`src/cem_defs.svh`:
```
`ifndef CEM_DEFS_SVH
`define CEM_DEFS_SVH

`define CEM_REG_W 8
`define CEM_ADDR_W 8

// Register offsets on the serial register port
`define CEM_OFS_MASK_C 8'h2A
`define CEM_OFS_MASK_D 8'h2B
`define CEM_OFS_MASK_F 8'h2C

// Reset values
`define CEM_RST_MASK_C 8'h00
`define CEM_RST_MASK_D 8'h00
`define CEM_RST_MASK_F 8'h00

// Writable bits; all others are reserved and read as zero
`define CEM_WR_MASK_C 8'h7F
`define CEM_WR_MASK_D 8'h1F
`define CEM_WR_MASK_F 8'hFF

// Field positions, charger_event_mask_c
`define CEM_C_DATALINE_DONE 6
`define CEM_C_CONV_DONE 5
`define CEM_C_SYS_MIN_REG 4
`define CEM_C_FAST_TMR 3
`define CEM_C_TRICKLE_TMR 2
`define CEM_C_PRECHG_TMR 1
`define CEM_C_TOPOFF_TMR 0

// Field positions, charger_event_mask_d
`define CEM_D_BATT_LOW_REV 4
`define CEM_D_THERM_COLD 3
`define CEM_D_THERM_COOL 2
`define CEM_D_THERM_WARM 1
`define CEM_D_THERM_HOT 0

// Field positions, fault_event_mask_a
`define CEM_F_BATT_CUR_REG 7
`define CEM_F_BUS_OVP 6
`define CEM_F_BATT_OVP 5
`define CEM_F_IN_OCP 4
`define CEM_F_BATT_OCP 3
`define CEM_F_CONV_OCP 2
`define CEM_F_IN2_OVP 1
`define CEM_F_IN1_OVP 0

`endif

```
`src/cem_pkg.sv`:
```
package cem_pkg;

    typedef logic [7:0] cem_byte_t;

    typedef struct packed {
        cem_byte_t val;
    } cem_mask_reg_s;

    typedef struct packed {
        logic int_pulse;
        cem_byte_t flag_c;
        cem_byte_t flag_d;
        cem_byte_t flag_f;
        cem_byte_t rdata;
        logic rvalid;
        logic rhit;
    } cem_state_s;

    // Events that reach the interrupt line: an event survives where its mask bit is 0
    function automatic cem_byte_t cem_unmasked(input cem_byte_t ev, input cem_byte_t mask);
        return ev & ~mask;
    endfunction : cem_unmasked

endpackage : cem_pkg

```
`src/cem_event_masks.sv`:
```
`timescale 1ns/10ps
`include "cem_defs.svh"

// Functional notes
// - Mask c bit6 gates dataline detect done
// - Mask c bit5 gates one-shot conversion done
// - Mask c bit4 gates min-system enter/exit
// - Mask c bits3-0 gate four charge timers
// - Mask d bit4 gates battery-low reverse event
// - Mask d bits3-0 gate thermistor zone crossings
// - Mask d clears on register reset, watchdog
// - Fault mask bit7 gates battery current regulation
// - Fault bits 6,5,1,0 gate over-voltage entries
// - Fault bits 4,3,2 gate over-current faults
// - Mask c, fault clear on reset only
// - Reserved mask bits read as zero
module cem_event_masks
    import cem_pkg::*;
(
    input wire logic clk_sys_i,
    input wire logic rst_i,
    input wire logic reg_rst_i,
    input wire logic wdog_expire_i,
    input wire logic [7:0] reg_addr_i,
    input wire logic reg_wr_i,
    input wire logic reg_rd_i,
    input wire logic [7:0] reg_wdata_i,
    output logic [7:0] reg_rdata_o,
    output logic reg_rvalid_o,
    output logic reg_hit_o,
    input wire logic conv_oneshot_i,
    input wire logic ev_dataline_detect_done_i,
    input wire logic ev_conv_done_i,
    input wire logic ev_sys_min_reg_i,
    input wire logic ev_fast_charge_timer_i,
    input wire logic ev_trickle_timer_i,
    input wire logic ev_precharge_timer_i,
    input wire logic ev_topoff_timer_i,
    input wire logic ev_batt_low_reverse_i,
    input wire logic ev_therm_cold_i,
    input wire logic ev_therm_cool_i,
    input wire logic ev_therm_warm_i,
    input wire logic ev_therm_hot_i,
    input wire logic ev_batt_current_reg_i,
    input wire logic ev_bus_overvolt_i,
    input wire logic ev_batt_overvolt_i,
    input wire logic ev_input_overcurrent_i,
    input wire logic ev_batt_overcurrent_i,
    input wire logic ev_converter_overcurrent_i,
    input wire logic ev_input2_overvolt_i,
    input wire logic ev_input1_overvolt_i,
    output logic [7:0] flag_set_c_o,
    output logic [7:0] flag_set_d_o,
    output logic [7:0] flag_set_f_o,
    output logic int_pulse_o
);

    cem_state_s state_q;
    cem_state_s state_d;
    cem_byte_t mask_c;
    cem_byte_t mask_d;
    cem_byte_t mask_f;
    cem_byte_t ev_c;
    cem_byte_t ev_d;
    cem_byte_t ev_f;
    logic wr_c;
    logic wr_d;
    logic wr_f;
    logic clr_d;
    logic any_unmasked;

    assign wr_c = reg_wr_i && (reg_addr_i == `CEM_OFS_MASK_C);
    assign wr_d = reg_wr_i && (reg_addr_i == `CEM_OFS_MASK_D);
    assign wr_f = reg_wr_i && (reg_addr_i == `CEM_OFS_MASK_F);
    assign clr_d = reg_rst_i || wdog_expire_i;

    // Watchdog deliberately left off the c and fault masks
    cem_mask_reg #(
        .REG_W(`CEM_REG_W),
        .WR_MASK(`CEM_WR_MASK_C),
        .RST_VAL(`CEM_RST_MASK_C)
    ) u_mask_c (
        .clk_sys_i(clk_sys_i),
        .rst_i(rst_i),
        .soft_clr_i(reg_rst_i),
        .wr_i(wr_c),
        .wdata_i(reg_wdata_i),
        .value_o(mask_c)
    );

    cem_mask_reg #(
        .REG_W(`CEM_REG_W),
        .WR_MASK(`CEM_WR_MASK_D),
        .RST_VAL(`CEM_RST_MASK_D)
    ) u_mask_d (
        .clk_sys_i(clk_sys_i),
        .rst_i(rst_i),
        .soft_clr_i(clr_d),
        .wr_i(wr_d),
        .wdata_i(reg_wdata_i),
        .value_o(mask_d)
    );

    cem_mask_reg #(
        .REG_W(`CEM_REG_W),
        .WR_MASK(`CEM_WR_MASK_F),
        .RST_VAL(`CEM_RST_MASK_F)
    ) u_mask_f (
        .clk_sys_i(clk_sys_i),
        .rst_i(rst_i),
        .soft_clr_i(reg_rst_i),
        .wr_i(wr_f),
        .wdata_i(reg_wdata_i),
        .value_o(mask_f)
    );

    always_comb
    begin
        ev_c = 8'h00;
        ev_c[`CEM_C_DATALINE_DONE] = ev_dataline_detect_done_i;
        // Conversion done only counts in one-shot mode
        ev_c[`CEM_C_CONV_DONE] = ev_conv_done_i && conv_oneshot_i;
        ev_c[`CEM_C_SYS_MIN_REG] = ev_sys_min_reg_i;
        ev_c[`CEM_C_FAST_TMR] = ev_fast_charge_timer_i;
        ev_c[`CEM_C_TRICKLE_TMR] = ev_trickle_timer_i;
        ev_c[`CEM_C_PRECHG_TMR] = ev_precharge_timer_i;
        ev_c[`CEM_C_TOPOFF_TMR] = ev_topoff_timer_i;
        ev_d = 8'h00;
        ev_d[`CEM_D_BATT_LOW_REV] = ev_batt_low_reverse_i;
        ev_d[`CEM_D_THERM_COLD] = ev_therm_cold_i;
        ev_d[`CEM_D_THERM_COOL] = ev_therm_cool_i;
        ev_d[`CEM_D_THERM_WARM] = ev_therm_warm_i;
        ev_d[`CEM_D_THERM_HOT] = ev_therm_hot_i;
        ev_f = 8'h00;
        ev_f[`CEM_F_BATT_CUR_REG] = ev_batt_current_reg_i;
        ev_f[`CEM_F_BUS_OVP] = ev_bus_overvolt_i;
        ev_f[`CEM_F_BATT_OVP] = ev_batt_overvolt_i;
        ev_f[`CEM_F_IN_OCP] = ev_input_overcurrent_i;
        ev_f[`CEM_F_BATT_OCP] = ev_batt_overcurrent_i;
        ev_f[`CEM_F_CONV_OCP] = ev_converter_overcurrent_i;
        ev_f[`CEM_F_IN2_OVP] = ev_input2_overvolt_i;
        ev_f[`CEM_F_IN1_OVP] = ev_input1_overvolt_i;
    end

    // Mask in force is the one registered before this cycle's write
    assign any_unmasked = |cem_unmasked(ev_c, mask_c)
        || |cem_unmasked(ev_d, mask_d)
        || |cem_unmasked(ev_f, mask_f);

    always_comb
    begin
        state_d = state_q;
        state_d.int_pulse = any_unmasked;
        // Flag sources see every event regardless of its mask
        state_d.flag_c = ev_c;
        state_d.flag_d = ev_d;
        state_d.flag_f = ev_f;
        state_d.rvalid = reg_rd_i;
        state_d.rhit = 1'b0;
        state_d.rdata = 8'h00;
        if (reg_rd_i)
        begin
            unique case (reg_addr_i)
                `CEM_OFS_MASK_C:
                begin
                    state_d.rdata = mask_c & `CEM_WR_MASK_C;
                    state_d.rhit = 1'b1;
                end
                `CEM_OFS_MASK_D:
                begin
                    state_d.rdata = mask_d & `CEM_WR_MASK_D;
                    state_d.rhit = 1'b1;
                end
                `CEM_OFS_MASK_F:
                begin
                    state_d.rdata = mask_f;
                    state_d.rhit = 1'b1;
                end
                default:
                begin
                    state_d.rdata = 8'h00;
                    state_d.rhit = 1'b0;
                end
            endcase
        end
    end

    always_ff @(posedge clk_sys_i)
    begin
        if (rst_i)
        begin
            state_q <= '0;
        end
        else
        begin
            state_q <= state_d;
        end
    end

    assign int_pulse_o = state_q.int_pulse;
    assign flag_set_c_o = state_q.flag_c;
    assign flag_set_d_o = state_q.flag_d;
    assign flag_set_f_o = state_q.flag_f;
    assign reg_rdata_o = state_q.rdata;
    assign reg_rvalid_o = state_q.rvalid;
    assign reg_hit_o = state_q.rhit;
endmodule : cem_event_masks

```
`src/cem_mask_reg.sv`:
```
`timescale 1ns/10ps
`include "cem_defs.svh"

module cem_mask_reg
    import cem_pkg::*;
#(
    parameter int REG_W = 8,
    parameter logic [7:0] WR_MASK = 8'hFF,
    parameter logic [7:0] RST_VAL = 8'h00
)
(
    input wire logic clk_sys_i,
    input wire logic rst_i,
    input wire logic soft_clr_i,
    input wire logic wr_i,
    input wire logic [7:0] wdata_i,
    output logic [7:0] value_o
);

    if (REG_W != `CEM_REG_W)
    begin : g_width_check
        $error("cem_mask_reg supports only 8-bit registers");
    end

    cem_mask_reg_s state_q;
    cem_mask_reg_s state_d;

    always_comb
    begin
        state_d = state_q;
        // A soft clear outranks a write landing in the same cycle
        if (soft_clr_i)
        begin
            state_d.val = RST_VAL & WR_MASK;
        end
        else if (wr_i)
        begin
            state_d.val = wdata_i & WR_MASK;
        end
    end

    always_ff @(posedge clk_sys_i)
    begin
        if (rst_i)
        begin
            state_q <= '{val: RST_VAL & WR_MASK};
        end
        else
        begin
            state_q <= state_d;
        end
    end

    assign value_o = state_q.val;

endmodule : cem_mask_reg

```
`config.mk`:
```
export PLATFORM = sky130hd
export DESIGN_NAME = cem_event_masks
export DESIGN_NICKNAME = d
export VERILOG_FILES = /design/src/cem_pkg.sv /design/src/cem_event_masks.sv /design/src/cem_mask_reg.sv
export VERILOG_INCLUDE_DIRS = /design/src /design/src/src
export SDC_FILE = /design/constraint.sdc
export NUM_CORES = 1
export LEC_CHECK = 0
export ABC_AREA = 1
export BUFFER_PORTS_ARGS = -buffer_cell sky130_fd_sc_hd__buf_2
export CAP_MARGIN = 15
export CORE_MARGIN = 3
export CORE_UTILIZATION = 49
export DETAILED_ROUTE_END_ITERATION = 10
export PLACE_DENSITY = 0.79
export SETUP_SLACK_MARGIN = 0.3
export SYNTH_ARGS = -nofsm -noshare
export SYNTH_HDL_FRONTEND = slang
export SYNTH_SLANG_ARGS = --single-unit
```
`constraint.sdc`:
```
create_clock -name clk_sys_i -period 1.1 [get_ports clk_sys_i]
set_input_delay 0.11 -clock clk_sys_i [delete_from_list [all_inputs] [get_ports clk_sys_i]]
set_output_delay 0.11 -clock clk_sys_i [all_outputs]
set_load 0.005 [all_outputs]
```
==> results.cfg, run 1 <==
[floorplan]
start_util = 0.524
io_pins = 78
rows = 23
die_h_um = 72.5
core_area_um2 = 4140
fp.dieArea_um2 = 5260
die_w_um = 72.5

[placed_design]
placed_area_um2 = 2610
gp_routability_congestion = 0.856
port-buffer-count = 73
dp.cells = 423
place_worst_setup_slack_ns = -0.0323
dpl.hpwl_um = 3810

[synthesis]
synth_top_area_cell = dfxtp_1
dominantRegCellSynth = dfxtp_1
synth_top_cell_area_share = 0.471
synth-seq-area-share = 0.471
postSynthAreaPerCell_um2 = 7.14
yosysWarnings = 0
synth_edf_count = 0
postSynthCellCount = 304
synth.distinct_cells = 20
synth.most_common_cell = nand2_1
synth_area_leaders = dfxtp_1 (47%), nand2_1 (13%), nor2_1 (9.5%), inv_1 (9.0%), nand3_1 (5.8%)
ys_ff_latch = 51
netlist_top_cells_count = nand2_1 (73), nor2_1 (55), inv_1 (52)
netlist_area_um2 = 2170
ys_async_sr_fraction = 0

[sta]
fmax_ghz = 1.02
hold_viol_final = 1
worst_slack_ns = 0.121
timing.final.max_slew_violations = 0
skew_ns = 0.0110
layout_min_cycle_time_ns = 0.979
final.period_utilization = 0.890
setup_viol = 0
rsz0062_at_grt = true
whs_ns = -0.000388

[routing]
drcViolationCount = 0
routedWlPerCell_um = 13.8
drt_wl_total_um = 6180
ant_nets = 0
first_pass_iters = 5
vias = 2217
drt_iter0_drc = 180
via_per_inst = 4.95

[job]
maxCapViolCount = 0

[pwr]
leakage_nw = 1.64
power_mw = 3.72
peakVddDrop_mv = 0.832
powerDensity_nw_per_um2 = 1210

[critical_path]
crit_type = reg2reg
r2r_cells = 7
crit_path_max_fanout = 2
r2r_start = u_mask_d.value_o[4]
r2r-end = int_pulse_o
critPathCaptureType = flop
startpoint = u_mask_d.value_o[4]
critical_path_arrival_ns = 1.19
setup.worst_path.start_class = flop
worstSetupEndpoint = int_pulse_o
required_ns = 1.32
reg2reg_slack_ns = 0.12

[global_routing]
grt_max_degree = 20
antenna_found_initial = 0
grt_overflow = 0
grt_use_total = 0.201
grt_pass1_wl_um = 8290
grt_pass1_vias = 1922

[clock_tree]
clk_path_buf_depth = 2
cts-root-buf = clkbuf_8
cts.sinks = 51
cts_tree = yes
numCtsBuffers = 5
cts_max_level = 2
clk_pin_slew_ns = 0.10
clk_latency_ns = 0.32

[cells_and_area]
drive_above_1_share = 0.354
fillers = 298
final_cells = 448
finish.utilization = 0.740
nets = 440
syn2layout_area_growth_pct = 41.4
final_area_um2 = 3070
num_antenna_cells = 0

[outcome]
status = complete, but fails checks
violations = negative hold slack

[min_path]
hp-class = in2reg
[cell usage in the layout (no fill, tap or decap), types with 6 or more instances in the layout]
cell      count
a21oi_1      10
buf_2        69
buf_4        10
buf_6         9
clkbuf_8      6
dfxtp_1      39
dfxtp_2      12
inv_1        48
nand2_1      71
nand3_1      19
nand3_2       6
nand4_1       9
nor2_1       55
[cell families (layout without fill, tap and decap cells)]
logic type	after synthesis	after routing	share of synthesized area
compound gates	10	10	0.0231
buf+inv	67	157	0.141
flops	51	51	0.471
other cells	1	4	0.00173
simple gates	175	176	0.364
[critical path, cell delays in order, from the launching register on]
cell and delay (ns):
dfxtp_1 0.39, inv_1 0.09, nand2_1 0.07, nand2_1 0.05
inv_1 0.04, nand2_1 0.05, nor2_1 0.11, a21oi_1 0.07
[registers in the layout, summed over array words and instances, names as in the netlist]
name / cells
flag_set_f_o: 8
reg_rdata_o: 8
u_mask_f.value_o: 8
flag_set_c_o: 7
u_mask_c.value_o: 7
flag_set_d_o: 5
u_mask_d.value_o: 5
int_pulse_o: 1
reg_hit_o: 1
reg_rvalid_o: 1
[stage by stage]
step	TNS [ns]	hold WS, ns
after floorplan	0	0.179
after global placement	0	0.328
after detailed placement	-0.102	0.338
after CTS	0	0.00442
after global routing	0	0.00678
final	0	-0.000388
[repair_timing]
| item | 4_1_cts | 5_1_grt |
|---|---|---|
| hold endpoints to repair | 1 | 1 |
| pin swaps | 1 | 10 |
| hold buffers | 1 | 1 |
| gates cloned | 0 | 5 |
| endpoints found under the setup margin | 36 | 49 |
| resized for setup | 7 | 30 |
| buffers inserted | 1 | 9 |
[where the power goes]
group / leakage, nW / switching, mW / total, mW / internal, mW
Sequential: 0.422 / 0.00949 / 1.90 / 1.89
Clock: 0.0618 / 0.667 / 1.42 / 0.749
Combinational: 1.16 / 0.223 / 0.405 / 0.182
[layer usage]
layer	share of wire	global-route usage	wire length (µm)
met5	0	0	0
met4	0.027	0.0779	167
met3	0.077	0.0582	478
met2	0.51	0.347	3160
met1	0.38	0.234	2380
[final cells by class]
type                            count  area, µm²  share of cell area
Clock buffer                        6       82.6              0.0269
Clock inverter                      2       38.8              0.0126
Inverter                           53        225              0.0734
Multi-Input combinational cell    190        951               0.310
Sequential cell                    51       1040               0.338
Tap cell                           50       62.6              0.0204
Timing Repair Buffer               96        672               0.219
[worst min-delay path by stage]
stage	start	end	slack, ns	cells past startpoint
2_1_floorplan	rst_i	int_pulse_o	0.18	1
3_3_place_gp	ev_batt_overvolt_i	flag_set_f_o[5]	0.33	3
3_5_place_dp	ev_converter_overcurrent_i	flag_set_f_o[2]	0.34	3
4_1_cts	ev_therm_cold_i	flag_set_d_o[3]	0.004	3
5_1_grt	ev_batt_current_reg_i	flag_set_f_o[7]	0.007	3
6_report	ev_therm_cold_i	flag_set_d_o[3]	-0.0004	3
No activity file was read; power rests on OpenSTA's default activity.
==> run 2: changes to the inputs <==
CORE_UTILIZATION = 45   (was 49)
PLACE_DENSITY = 0.73   (was 0.79)
==> run 2 against run 1 <==
Compared with the run above: the run now ends clean; final cell count is 1.1% lower; worst setup slack better by 0.029 ns; combinational power down 3%; clock power shrank 27%; die area grew 8.1%; largest cell class unchanged; design area down 4.4%; highest routed layer unchanged.
==> results.cfg, run 2 (synthesis gave the netlist of run 1 again) <==
[outcome]
status = completed

[global_routing]
grt_use_total = 0.185
grt_max_degree = 22
grt_overflow = 0
antenna_found_initial = 0
grt_pass1_vias = 1881
grt_pass1_wl_um = 8060

[clock_tree]
cts_tree = yes
cts_max_level = 2
cts-root-buf = clkbuf_8
cts_hold_buf = 0
clk_path_buf_depth = 2
clk_pin_slew_ns = 0.09
clk_latency_ns = 0.30
cts.sinks = 51
numCtsBuffers = 5

[min_path]
min_to = flag_set_f_o[6]
min_path_cells = 3
hp-class = in2reg
hp-start = ev_bus_overvolt_i

[pwr]
leakage_nw = 1.58
powerDensity_nw_per_um2 = 1130
peakVddDrop_mv = 0.747

[critical_path]
critPathCaptureType = flop
crit_path_max_fanout = 2
crit_type = reg2reg
reg2reg_slack_ns = 0.15
setup.worst_path.start_class = flop
r2r_cells = 7
required_ns = 1.29
r2r-end = int_pulse_o
startpoint = u_mask_d.value_o[2]
r2r_start = u_mask_d.value_o[2]
critical_path_arrival_ns = 1.14

[routing]
drt_iter0_drc = 135
drt_wl_total_um = 5510
ant_nets = 0
drcViolationCount = 0
routedWlPerCell_um = 12.4
vias = 2134
via_per_inst = 4.82
first_pass_iters = 4

[placed_design]
dp.cells = 427
port-buffer-count = 73
placed_area_um2 = 2640
place_worst_setup_slack_ns = -0.0107
gp_routability_congestion = 0.851
dpl.hpwl_um = 4020

[sta]
final.period_utilization = 0.864
setup_viol = 0
rsz0062_at_grt = true
fmax_ghz = 1.05
hold_viol_final = 0
worst_slack_ns = 0.150
skew_ns = 0.00289
timing.final.max_slew_violations = 0
layout_min_cycle_time_ns = 0.950

[floorplan]
core_area_um2 = 4500
die_w_um = 75.4
io_pins = 78
die_h_um = 75.4
rows = 24
fp.dieArea_um2 = 5690
start_util = 0.482

[cells_and_area]
syn2layout_area_growth_pct = 35.2
layout_common_cells = nand2_1 (70), buf_2 (66), nor2_1 (54), inv_1 (48), dfxtp_1 (38)
multiInputGateArea_um2 = 921
layout.cells.most_common = nand2_1
num_antenna_cells = 0
fillers = 393
final_area_um2 = 2930
final_cells = 443
ff_latch_area_um2 = 1040
nets = 433
finish.utilization = 0.651
drive_above_1_share = 0.332

[job]
maxCapViolCount = 0
## run 2: cell types whose count changed in the layout (fill, tap and decap cells not counted), sizes merged
| cell | before | now |
|---|---|---|
| buf | 91 | 87 |
| dlygate4sd3 | 2 | 0 |
| bufinv | 1 | 0 |
| clkinv | 0 | 1 |
| inv | 54 | 53 |
## run 2: through the flow
| step | hold WS [ns] | power [mW] | setup TNS, ns |
|---|---|---|---|
| 6_report | 0.0200 | 3.32 | 0 |
| 5_1_grt | 0.0132 | 3.48 | 0 |
| 4_1_cts | 0.0159 | 3.29 | 0 |
| 3_5_place_dp | 0.335 | 2.29 | -0.0107 |
| 3_3_place_gp | 0.330 | 2.28 | 0 |
| 2_1_floorplan | 0.179 | 2.11 | 0 |
## run 2: worst max path at each step
stage | slack (ns) | to
floorplan | 0.28 | u_mask_f.value_o[2]
global placement | 0.02 | reg_rdata_o[5]
detailed placement | -0.01 | reg_rdata_o[5]
CTS | 0.15 | int_pulse_o
global route | 0.09 | int_pulse_o
finish | 0.15 | int_pulse_o
## run 2: cell type report
type	instances	area share
clock buffers	7	0.0260
clock inverters	1	0.00171
inverters	53	0.0768
multi-input cells	190	0.314
flip-flops and latches	51	0.354
well taps	52	0.0222
repair buffers	89	0.206
## run 2: routing by layer
| metal | part of all wire | track usage | vias to the layer above |
|---|---|---|---|
| met5 | 0 | 0 | - |
| met4 | 0.015 | 0.0583 | 0 |
| met3 | 0.065 | 0.0343 | 9 |
| met2 | 0.50 | 0.327 | 81 |
| met1 | 0.42 | 0.226 | 967 |
| li1 | - | - | 1077 |
## run 2: critical path: stages, from the launching register on
cell and delay [ns]:
dfxtp_1 0.34, inv_1 0.07, nand2_1 0.05, nand2_1 0.05, nor2_2 0.11, nand2_1 0.08, nor2_1 0.09, a21oi_1 0.06
## run 2: repair_timing
item                                    in CTS  in global routing
gates cloned                                 0                  4
resized for setup                            5                 25
pin swaps                                    2                  7
endpoints found under the setup margin      32                 52
buffers inserted                             0                  4
## run 2: where the power goes
part           internal (mW)  switching, mW
clock                  0.448          0.582
sequential              1.89         0.0123
combinational          0.180          0.212
total                   2.52          0.806
==> run 3: changes to the inputs <==
CORE_ASPECT_RATIO = 0.75   (was unset)
==> run 3 against run 2 <==
Compared with the run above: combinational power fell by 3%; worst setup slack got worse by 0.010 ns; clock skew rose by 0.0064 ns; critical path type unchanged; critical endpoint unchanged; highest routed layer unchanged.
==> results.cfg, run 3 (synthesis gave the netlist of run 1 again) <==
[routing]
ant_nets = 0
first_pass_iters = 4
vias = 2076
drt_iter0_drc = 106
drcViolationCount = 0
drt_wl_total_um = 5310
via_per_inst = 4.62
routedWlPerCell_um = 11.8

[placed_design]
place_worst_setup_slack_ns = -0.0282
gp_routability_congestion = 0.828
dpl.hpwl_um = 3870
dp.cells = 431
port-buffer-count = 73
placed_area_um2 = 2640

[cells_and_area]
final_area_um2 = 2930
fillers = 401
final_cells = 449
num_antenna_cells = 0
syn2layout_area_growth_pct = 35.2
ff_latch_area_um2 = 1040
multiInputGateArea_um2 = 931
layout.cells.most_common = nand2_1
nets = 436
layout_common_cells = nand2_1 (69), buf_2 (67), nor2_1 (53), inv_1 (45), dfxtp_1 (37)
drive_above_1_share = 0.349

[min_path]
min_path_cells = 3
hp-start = ev_therm_cool_i
hp-class = in2reg

[pwr]
leakage_nw = 1.58
peakVddDrop_mv = 0.671
switching_share = 0.245
p_int_mw = 2.49
power_frac_comb = 0.116
p_switching_mw = 0.807
power_mw = 3.29
powerDensity_nw_per_um2 = 1120
pwr-share-clk = 0.308
power_frac_seq = 0.577

[critical_path]
required_ns = 1.29
crit_type = reg2reg
r2r-end = int_pulse_o
crit_family = simple AND/OR/NAND/NOR gates
worstSetupEndpoint = int_pulse_o
slowest_stage = dfxtp_2
critPathCaptureType = flop
path_cells = inv_2 -> nand2_1 -> nand2_1 -> nor2_2 -> nand2_1 -> nor2_1 -> a21oi_1
path_depth = 7
crit_path_max_fanout = 2
max_stage_delay_ns = 0.35
path_common_cell = nand2_1
r2r_start = u_mask_d.value_o[2]
r2r_cells = 7
reg2reg_slack_ns = 0.14
path_buf_inv = 1
startpoint = u_mask_d.value_o[2]
setup.worst_path.start_class = flop
critical_path_arrival_ns = 1.15

[clock_tree]
clk_path_buf_depth = 2
cts.sinks = 51
numCtsBuffers = 5
cts_max_level = 2
clk_pin_slew_ns = 0.09
cts-root-buf = clkbuf_8
cts_tree = yes
clk_latency_ns = 0.31

[outcome]
status = completed

[job]
maxCapViolCount = 0

[floorplan]
core_area_um2 = 4550
fp.dieArea_um2 = 5700
rows = 21
start_util = 0.477
io_pins = 78
die_w_um = 86.2
die_h_um = 66.1

[sta]
hold_viol_final = 0
final.period_utilization = 0.873
skew_ns = 0.00925
worst_slack_ns = 0.139
whs_ns = 0.0127
layout_min_cycle_time_ns = 0.961
fmax_ghz = 1.04
timing.final.max_slew_violations = 0
rsz0062_at_grt = true
setup_viol = 0

[global_routing]
grt_max_degree = 23
antenna_found_initial = 0
grt_overflow = 0
grt_pass1_wl_um = 8310
grt_use_total = 0.188
grt_pass1_vias = 1868
run 3: worst min-delay path: cells and delay by family:
kind                   cells  cell delay, ns
buffers and inverters      2            0.14
and+or+nand+nor            1            0.03
run 3: final cells by class:
| type | count | area share |
|---|---|---|
| Sequential cell | 51 | 0.354 |
| Multi-Input combinational cell | 190 | 0.317 |
| Timing Repair Buffer | 92 | 0.203 |
| Inverter | 53 | 0.0768 |
| Clock buffer | 6 | 0.0247 |
| Tap cell | 57 | 0.0243 |
run 3: worst min-delay path by stage:
stage,slack [ns],end
finish,0.01,flag_set_d_o[2]
global route,0.01,flag_set_f_o[7]
CTS,0.009,flag_set_c_o[3]
detailed placement,0.34,flag_set_d_o[2]
global placement,0.33,flag_set_d_o[2]
floorplan,0.18,int_pulse_o
run 3: repair_timing:
action / in CTS / in global routing
pin swaps: 0 / 11
gates resized for setup: 4 / 29
setup endpoints to repair: 33 / 46
buffers inserted: 0 / 8
hold endpoints to repair: 0 / 1
hold buffers: 0 / 1
cloned: 1 / 2
run 3: power groups by stage:
stage	Sequential [mW]	Combinational [mW]	Clock, mW
2_1_floorplan	1.95	0.165	0
3_3_place_gp	1.94	0.334	0
3_5_place_dp	1.94	0.340	0
4_1_cts	1.90	0.343	1.03
5_1_grt	1.90	0.424	1.11
6_report	1.90	0.381	1.01
run 3: stage by stage:
stage / util / setup TNS, ns
6_report: 0.645 / 0
5_1_grt: 0.645 / 0
4_1_cts: 0.600 / 0
3_5_place_dp: 0.581 / -0.0504
3_3_place_gp: 0.581 / 0
2_1_floorplan: - / 0
run 3: per-layer routing:
layer	track usage	vias to the layer above	wire, µm
met3	0.0610	4	361
li1	-	1083	-
met5	0	-	0
met1	0.241	924	2430
met2	0.308	65	2490
met4	0.0467	0	33
